===== config.mk =====
export PLATFORM = sky130hd
export DESIGN_NAME = uxc_xbar_ctrl
export DESIGN_NICKNAME = d
export VERILOG_FILES = /design/src/hdl/uxc_pkg.sv /design/src/hdl/uxc_route_decode.sv /design/src/hdl/uxc_xbar_ctrl.sv
export SDC_FILE = /design/constraint.sdc
export NUM_CORES = 1
export LEC_CHECK = 0
export BUFFER_PORTS_ARGS = -buffer_cell sky130_fd_sc_hd__buf_2
export CORE_ASPECT_RATIO = 0.7
export CORE_MARGIN = 5
export CORE_UTILIZATION = 50
export DETAILED_ROUTE_END_ITERATION = 8
export PLACE_DENSITY = 0.71
export SLEW_MARGIN = 20
export SYNTH_ARGS = -nofsm -noshare
export SYNTH_HDL_FRONTEND = slang
export SYNTH_HIERARCHICAL = 1
export SYNTH_SLANG_ARGS = --single-unit
export TNS_END_PERCENT = 100

===== constraint.sdc =====
create_clock -name core_clk -period 4.75 [get_ports core_clk]
set_clock_uncertainty 0.05 [all_clocks]
set_input_delay 0.95 -clock core_clk [delete_from_list [all_inputs] [get_ports core_clk]]
set_output_delay 0.95 -clock core_clk [all_outputs]
set_load 0.01 [all_outputs]

===== src/hdl/uxc_pkg.sv =====
// uxc_pkg: constants shared by the crossbar control block
// assumes one core clock; this file holds no logic
package uxc_pkg;
   // target address, upper five bits fixed
   localparam logic [4:0] ADDR_FIXED = 5'h15;
   // identification byte, value arbitrary
   localparam logic [7:0] ID_BYTE = 8'h5A;
   // selection byte layout and reset value
   localparam int SEL_W = 3;
   localparam logic [2:0] SEL_RST = 3'h1;
   // configuration codes
   localparam logic [2:0] CODE_OFF = 3'h0;
   localparam logic [2:0] CODE_IDLE = 3'h1;
   localparam logic [2:0] CODE_DP4 = 3'h2;
   localparam logic [2:0] CODE_DP4_FLIP = 3'h3;
   localparam logic [2:0] CODE_USB = 3'h4;
   localparam logic [2:0] CODE_USB_FLIP = 3'h5;
   localparam logic [2:0] CODE_DP2 = 3'h6;
   localparam logic [2:0] CODE_DP2_FLIP = 3'h7;
   // connector pair a system channel lands on
   localparam logic [2:0] DEST_OPEN = 3'h0;
   localparam logic [2:0] DEST_TX1 = 3'h1;
   localparam logic [2:0] DEST_TX2 = 3'h2;
   localparam logic [2:0] DEST_RX1 = 3'h3;
   localparam logic [2:0] DEST_RX2 = 3'h4;
   // sideband line an auxiliary member lands on
   localparam logic [1:0] SBU_OPEN = 2'h0;
   localparam logic [1:0] SBU_1 = 2'h1;
   localparam logic [1:0] SBU_2 = 2'h2;
   // system channels: usb tx, usb rx, lanes 0..3
   localparam int NCH = 6;
   // i2c byte bit count
   localparam logic [3:0] BITS_BYTE = 4'h8;
   // target states, one-hot
   typedef enum logic [6:0] {
      ST_IDLE = 7'h01,
      ST_ADDR = 7'h02,
      ST_AACK = 7'h04,
      ST_WR = 7'h08,
      ST_WACK = 7'h10,
      ST_RD = 7'h20,
      ST_RACK = 7'h40
   } uxc_state_t;
endpackage


===== src/hdl/uxc_route_decode.sv =====
// uxc_route_decode: configuration code to switch routing
// assumes a stable code and placement from the caller's flops
`timescale 1ns/1ns
`default_nettype none
module uxc_route_decode
(
   // selection
   input wire logic [2:0] code,
   input wire logic sink,
   // routing
   output logic [3*uxc_pkg::NCH-1:0] dest,
   output logic [1:0] aux_p_dest,
   output logic [1:0] aux_n_dest,
   output logic power_down
);
   // flip swaps group 1 and group 2
   function automatic logic [2:0] grp(input logic [2:0] d, input logic flip);
      logic [2:0] r;
      r = d;
      if (flip)
      begin
         unique case (d)
            uxc_pkg::DEST_TX1: r = uxc_pkg::DEST_TX2;
            uxc_pkg::DEST_TX2: r = uxc_pkg::DEST_TX1;
            uxc_pkg::DEST_RX1: r = uxc_pkg::DEST_RX2;
            uxc_pkg::DEST_RX2: r = uxc_pkg::DEST_RX1;
            default: r = d;
         endcase
      end
      return r;
   endfunction

   wire logic flip = code[0];
   wire logic usb_on = code[2];
   wire logic dp_on = code[1];
   wire logic dp4 = (code[2:1] == 2'b01);
   wire logic [2:0] l0 = sink ? uxc_pkg::DEST_TX2 : uxc_pkg::DEST_RX2;
   wire logic [2:0] l1 = sink ? uxc_pkg::DEST_RX2 : uxc_pkg::DEST_TX2;
   wire logic [2:0] l2 = sink ? uxc_pkg::DEST_RX1 : uxc_pkg::DEST_TX1;
   wire logic [2:0] l3 = sink ? uxc_pkg::DEST_TX1 : uxc_pkg::DEST_RX1;
   wire logic [1:0] ap = (sink ^ flip) ? uxc_pkg::SBU_2 : uxc_pkg::SBU_1;
   wire logic [1:0] an = (sink ^ flip) ? uxc_pkg::SBU_1 : uxc_pkg::SBU_2;

   always_comb
   begin
      dest = '0;
      aux_p_dest = uxc_pkg::SBU_OPEN;
      aux_n_dest = uxc_pkg::SBU_OPEN;
      power_down = (code == uxc_pkg::CODE_OFF);
      if (usb_on)
      begin
         dest[2:0] = grp(uxc_pkg::DEST_TX1, flip);
         dest[5:3] = grp(uxc_pkg::DEST_RX1, flip);
      end
      if (dp_on)
      begin
         dest[8:6] = grp(l0, flip);
         dest[11:9] = grp(l1, flip);
         aux_p_dest = ap;
         aux_n_dest = an;
      end
      if (dp4)
      begin
         dest[14:12] = grp(l2, flip);
         dest[17:15] = grp(l3, flip);
      end
   end
endmodule // uxc_route_decode
`default_nettype wire


===== src/hdl/uxc_xbar_ctrl.sv =====
// uxc_xbar_ctrl: control of a usb-c alternate-mode crossbar
// assumes pins and i2c lines are asynchronous to core_clk
`timescale 1ns/1ns
`default_nettype none
// Overview of operation
// - strap picks pin code or i2c control
// - address 10101, two pin bits, direction bit
// - identification byte read only, writes ignored
// - selection byte holds code, upper bits zero
// - pin and register codes decode identically
// - 000 open and off, 001 open powered
// - 100/101 usb to group 1/2 only
// - source four-lane mapping, flip reverses
// - source two-lane plus usb mapping
// - sink four-lane mapping, flip reverses
// - sink two-lane plus usb mapping
// - whole differential pair switches together
module uxc_xbar_ctrl
(
   // clock and reset
   input wire logic core_clk,
   input wire logic rstn,
   // straps and pins
   input wire logic control_source_select,
   input wire logic bus_level_select,
   input wire logic [2:0] crossbar_config_code,
   input wire logic target_addr_bit_hi,
   input wire logic target_addr_bit_lo,
   input wire logic sink_placement,
   // i2c target
   input wire logic scl,
   input wire logic sda_in,
   output logic sda_out,
   output logic sda_oe,
   // switch network
   output logic [3*uxc_pkg::NCH-1:0] chan_dest,
   output logic [uxc_pkg::NCH-1:0] close_p,
   output logic [uxc_pkg::NCH-1:0] close_n,
   output logic [1:0] aux_p_dest,
   output logic [1:0] aux_n_dest,
   output logic power_down,
   output logic io_level_3v3
);
   // two-flop synchronisers for every pin
   localparam int NS = 11;
   logic [NS-1:0] meta_r, sync_r;
   logic scl_d_r, sda_d_r;
   wire logic [NS-1:0] pin_in = {control_source_select, bus_level_select, crossbar_config_code,
      target_addr_bit_hi, target_addr_bit_lo, sink_placement, scl, sda_in, 1'b0};
   wire logic i2c_mode = sync_r[10];
   wire logic [2:0] pin_code = sync_r[8:6];
   wire logic [1:0] addr_pins = sync_r[5:4];
   wire logic sink_s = sync_r[3];
   wire logic scl_s = sync_r[2];
   wire logic sda_s = sync_r[1];
   // bus lines reset to their idle high, so no false edge after reset
   always_ff @(posedge core_clk or negedge rstn)
   begin
      if (!rstn)
      begin
         meta_r <= 11'h006;
         sync_r <= 11'h006;
         scl_d_r <= 1'b1;
         sda_d_r <= 1'b1;
      end
      else
      begin
         meta_r <= pin_in;
         sync_r <= meta_r;
         scl_d_r <= scl_s;
         sda_d_r <= sda_s;
      end
   end
   // bus edges
   wire logic scl_rise = scl_s & ~scl_d_r;
   wire logic scl_fall = ~scl_s & scl_d_r;
   wire logic start_c = scl_s & scl_d_r & sda_d_r & ~sda_s;
   wire logic stop_c = scl_s & scl_d_r & ~sda_d_r & sda_s;
   // i2c target state
   uxc_pkg::uxc_state_t state_r, state_nxt;
   logic [3:0] cnt_r, cnt_nxt;
   logic [7:0] sh_r, sh_nxt;
   logic rw_r, rw_nxt, idx_r, idx_nxt, oe_r, oe_nxt;
   logic [2:0] sel_r, sel_nxt;
   wire logic [6:0] my_addr = {uxc_pkg::ADDR_FIXED, addr_pins};
   wire logic addr_hit = (sh_r[7:1] == my_addr);
   wire logic [7:0] rd_byte = idx_r ? {5'h00, sel_r} : uxc_pkg::ID_BYTE;
   wire logic byte_done = (cnt_r == uxc_pkg::BITS_BYTE);
   always_comb
   begin
      state_nxt = state_r;
      cnt_nxt = cnt_r;
      sh_nxt = sh_r;
      rw_nxt = rw_r;
      idx_nxt = idx_r;
      oe_nxt = oe_r;
      sel_nxt = sel_r;
      if (!i2c_mode || stop_c)
      begin
         state_nxt = uxc_pkg::ST_IDLE;
         oe_nxt = 1'b0;
      end
      else if (start_c)
      begin
         state_nxt = uxc_pkg::ST_ADDR;
         cnt_nxt = 4'h0;
         oe_nxt = 1'b0;
      end
      else
      begin
         unique case (state_r)
            uxc_pkg::ST_IDLE: ;
            uxc_pkg::ST_ADDR, uxc_pkg::ST_WR:
               if (scl_rise)
               begin
                  sh_nxt = {sh_r[6:0], sda_s};
                  cnt_nxt = cnt_r + 4'h1;
               end
               else if (scl_fall && byte_done)
               begin
                  if (state_r == uxc_pkg::ST_WR)
                  begin
                     if (idx_r)
                        sel_nxt = sh_r[uxc_pkg::SEL_W-1:0];
                     idx_nxt = 1'b1;
                     state_nxt = uxc_pkg::ST_WACK;
                     oe_nxt = 1'b1;
                  end
                  else if (addr_hit)
                  begin
                     rw_nxt = sh_r[0];
                     idx_nxt = 1'b0;
                     state_nxt = uxc_pkg::ST_AACK;
                     oe_nxt = 1'b1;
                  end
                  else
                     state_nxt = uxc_pkg::ST_IDLE;
               end
            uxc_pkg::ST_AACK, uxc_pkg::ST_WACK, uxc_pkg::ST_RACK:
               if (scl_rise && state_r == uxc_pkg::ST_RACK && sda_s)
                  state_nxt = uxc_pkg::ST_IDLE;
               else if (scl_fall && (state_r == uxc_pkg::ST_RACK || rw_r))
               begin
                  state_nxt = uxc_pkg::ST_RD;
                  sh_nxt = rd_byte;
                  oe_nxt = ~rd_byte[7];
                  cnt_nxt = 4'h1;
               end
               else if (scl_fall)
               begin
                  state_nxt = uxc_pkg::ST_WR;
                  oe_nxt = 1'b0;
                  cnt_nxt = 4'h0;
               end
            uxc_pkg::ST_RD:
               if (scl_fall && byte_done)
               begin
                  state_nxt = uxc_pkg::ST_RACK;
                  oe_nxt = 1'b0;
                  idx_nxt = 1'b1;
               end
               else if (scl_fall)
               begin
                  sh_nxt = {sh_r[6:0], 1'b0};
                  oe_nxt = ~sh_r[6];
                  cnt_nxt = cnt_r + 4'h1;
               end
            default:
               state_nxt = uxc_pkg::ST_IDLE;
         endcase
      end
   end
   always_ff @(posedge core_clk or negedge rstn)
   begin
      if (!rstn)
      begin
         state_r <= uxc_pkg::ST_IDLE;
         cnt_r <= 4'h0;
         sh_r <= 8'h00;
         rw_r <= 1'b0;
         idx_r <= 1'b0;
         oe_r <= 1'b0;
         sel_r <= uxc_pkg::SEL_RST;
      end
      else
      begin
         state_r <= state_nxt;
         cnt_r <= cnt_nxt;
         sh_r <= sh_nxt;
         rw_r <= rw_nxt;
         idx_r <= idx_nxt;
         oe_r <= oe_nxt;
         sel_r <= sel_nxt;
      end
   end
   assign sda_oe = oe_r;
   assign sda_out = 1'b0;
   // active code and switch network
   logic [2:0] code_r;
   logic sink_r;
   wire logic [2:0] code_nxt = i2c_mode ? sel_r : pin_code;
   wire logic [3*uxc_pkg::NCH-1:0] dec_dest;
   wire logic [1:0] dec_ap, dec_an;
   wire logic dec_pd;
   uxc_route_decode u_dec
   (
      .code(code_r),
      .sink(sink_r),
      .dest(dec_dest),
      .aux_p_dest(dec_ap),
      .aux_n_dest(dec_an),
      .power_down(dec_pd)
   );
   wire logic [uxc_pkg::NCH-1:0] dec_close;
   genvar g;
   generate
      for (g = 0; g < uxc_pkg::NCH; g++)
      begin : g_close
         assign dec_close[g] = (dec_dest[3*g +: 3] != uxc_pkg::DEST_OPEN);
      end
   endgenerate
   always_ff @(posedge core_clk or negedge rstn)
   begin
      if (!rstn)
      begin
         code_r <= uxc_pkg::CODE_OFF;
         sink_r <= 1'b0;
         chan_dest <= '0;
         close_p <= '0;
         close_n <= '0;
         aux_p_dest <= uxc_pkg::SBU_OPEN;
         aux_n_dest <= uxc_pkg::SBU_OPEN;
         power_down <= 1'b1;
         io_level_3v3 <= 1'b0;
      end
      else
      begin
         code_r <= code_nxt;
         sink_r <= sink_s;
         chan_dest <= dec_dest;
         close_p <= dec_close;
         close_n <= dec_close;
         aux_p_dest <= dec_ap;
         aux_n_dest <= dec_an;
         power_down <= dec_pd;
         io_level_3v3 <= sync_r[9];
      end
   end
endmodule // uxc_xbar_ctrl
`default_nettype wire


==> run_results.csv <==
group,metric,value,unit
run_status,status,"complete, no violations",
finish,n_antenna_cell,0,
finish,finalInstanceArea,0.00381,mm²
synth,synth_cell_type_count,57,
pwr,peakVddDrop,0.000216,V
global_routing,grt_max_degree,82,
placement,gp_congestion,0.894,
global_routing,track_usage,16.8,%
floorplanning,core_area,0.00676,mm²
setup_path,crit_slowest_cell,"dfrtp_1",
timing,timing.final.crit_period,2.42,ns
timing,grt_setup_unrepaired,"no",
placement,post-place-ws,2.42,ns
synth,yosysSeqAreaShare,58.8,%
floorplanning,dieArea,0.00873,mm²
clock_tree,cts_root_buf,"clkbuf_8",
setup_path,cp.arrival,2.62,ns
setup_path,cp_top_family,"compound AO/OA/AOI/OAI gates",
global_routing,grt_antenna_before_repair,0,
global_routing,grt_pass1_wl,11300,µm
finish,drive_gt1_share,28.4,%
clock_tree,cts-resized-gates,0,
timing,drv_slew,0,
setup_path,crit_chain,"nor4_1 -> o211a_1 -> and3_1 -> a32o_1 -> nor2_1 -> o22a_1",
drt,num_vias,2312,
drt,drc,0,
hold_path,worstHoldPathType,"reg2reg",
synth,synth_edf_count,0,
synth,synth_area_per_cell,11.8,µm²
floorplanning,num_rows,25,
drt,drtIter0Drc,232,
synth,synth_seq_cells,81,
timing,setup_viol,0,
setup_path,critPathLaunchType,"flip-flop",
timing,clock.fmax,413,MHz
global_routing,grt_pass1_vias,2184,
clock_tree,cts_buffer_depth,2,
setup_path,endpoint_kind,"flip-flop",
placement,dp_hpwl,4600,µm
floorplanning,initial_core_util,51.3,%
drt,wl_per_cell,15.4,µm
synth,synth_top_cells_by_area,"dfrtp_1 52%, dfstp_2 6.8%, buf_4 3.9%",
synth,synth_nets,312,
floorplanning,fp.dieW,110,µm
clock_tree,cts_tree,"yes",
setup_path,worst-path-buf-inv,0,
timing,hold_ws,0.303,ns
timing,tightestPinTransition,1.18,ns
timing,finalCritPeriodShare,51.0,%
synth,synth_top_area_share,52.0,%
drt,finalWirelength,6520,µm
clock_tree,cts_buffers,9,
flow_run,cap_violations,0,
finish,final_nets,341,
timing,max-slew-margin-rel,20.5,%
clock_tree,cts_num_sinks,81,
pwr,p_leak,1.78,nW
timing,tns,0,ns
global_routing,grt_remaining_overflow,0,
synth,syn_area,0.00347,mm²
pwr,powerDensity,404,mW/mm²
clock_tree,holdBufCountCts,0,
clock_tree,worstSkewPairLatency,0.35,ns
setup_path,crit_type,"reg2reg",
floorplanning,num_io_pins,50,
timing,setup_slack,2.33,ns
setup_path,path_max_fanout,15,
clock_tree,post_cts_buffers,0,
timing,hold_viol,0,
synth,ys_warn_count,6,
setup_path,cp.required,4.94,ns
setup_path,critPathMaxStageDelay,0.51,ns
pwr,totalPowerFinal,1.54,mW
synth,synth_top_cell_by_area,"dfrtp_1",
placement,io_buffers,48,
drt,viasPerCell,5.48,
placement,place_area,0.00360,mm²
clock_tree,h-tree-depth,3,
drt,ant_nets,0,
floorplanning,die_h,79.7,µm
synth,synthFlopType,"dfrtp_1",
synth,synth-async-reset-ratio,100,%
clock_tree,clk_pin_slew_worst_paths,0.08,ns
finish,area_growth,9.82,%
drt,dr.pass1.iters,5,
synth,syn_inst,294,
cell usage in the layout (no fill, tap or decap), types with 3 or more instances in the layout:
cell	instances
nor2_1	8
mux2_2	7
nand3_1	5
nor2b_1	4
a21oi_1	6
nor4b_1	6
nand4_1	3
or3_1	6
nor3_1	6
dfstp_2	9
and3_1	3
o21a_1	3
and2_1	6
nand3b_1	3
clkbuf_8	10
buf_2	47
o31ai_1	3
dfrtp_1	72
inv_1	6
xnor2_1	4
ha_1	6
and3b_1	3
nand2_1	30
o21ai_0	24
report_power, final:
part / leakage [nW] / total [mW] / internal, mW / switching (mW)
clock: 0.0966 / 0.510 / 0.261 / 0.249
sequential: 1.03 / 0.806 / 0.744 / 0.0616
combinational: 0.651 / 0.220 / 0.0902 / 0.130
cells by family (layout without fill, tap and decap cells):
family	count (synthesis)	after routing	share of synthesized area, %
flops	81	81	58.8
xor+xnor	6	6	1.52
mux	8	8	2.56
buf+inv	36	70	7.22
simple gates	102	102	17.6
fa+ha+maj	6	6	2.17
compound gates	53	53	9.92
other cells	2	2	0.217
area by class of cell:
cell class | count | area [µm²]
Fill cell | 589 | 2950
Sequential cell | 81 | 2040
Multi-Input combinational cell | 177 | 1180
Timing Repair Buffer | 48 | 246
Clock buffer | 11 | 141
Tap cell | 94 | 118
Clock inverter | 5 | 62.6
Inverter | 6 | 22.5
synth_stat cells (2+ instances only):
cell / n
o311ai_0: 2
a21oi_1: 6
o21ai_0: 24
nand3b_1: 3
o22ai_1: 2
buf_4: 18
ha_1: 6
nor3b_1: 2
nand4_1: 3
clkbuf_1: 2
nor4b_1: 6
and2b_2: 2
nand2_1: 30
dfstp_2: 9
nor4_1: 2
nand2b_1: 2
o31ai_1: 3
buf_2: 5
nor3b_2: 2
nor3_1: 6
nor3_2: 2
conb_1: 2
nand3_1: 5
nor2b_1: 4
o21a_1: 3
clkbuf_8: 2
mux2_2: 7
dfrtp_1: 72
and3_1: 3
or4_4: 2
inv_1: 6
o211ai_1: 2
and3b_1: 3
and2_1: 6
or3_1: 6
xor2_1: 2
nor2_1: 8
buf_6: 2
xnor2_1: 4
registers in the layout (all words and copies together), names as in the netlist, 2 cells and up:
signal      count
sh_r            8
meta_r         10
code_r          3
chan_dest      18
close_n         6
cnt_r           4
sync_r         10
state_r         7
aux_n_dest      2
sel_r           3
aux_p_dest      2
through the flow:
step	utilization [%]	cells
after detailed placement	53.3	406
after global placement	53.3	406
after CTS	56.3	422
after floorplan	-	294
final	56.4	422
after global routing	56.4	422
per-layer routing:
layer  GRT usage, %  part of all wire [%]  wire (µm)
met2           22.3                    41       2700
met3           5.25                   8.4        549
met5              0                     0          0
met4           5.60                   2.3        147
met1           25.7                    48       3130
final timing paths:
path	cells past startpoint	slack (ns)	end	startpoint
hold reg to reg	0	0.30	sync_r[3]	meta_r[3]
hold / removal	0	0.30	sync_r[3]	meta_r[3]
min in group asynchronous	1	0.58	meta_r[6]	rstn
max in group asynchronous	1	3.61	aux_p_dest[1]	rstn
setup / recovery	6	2.33	state_r[2]	state_r[5]
setup reg to reg	6	2.33	state_r[2]	state_r[5]
No activity file was read; power rests on OpenSTA's default activity.
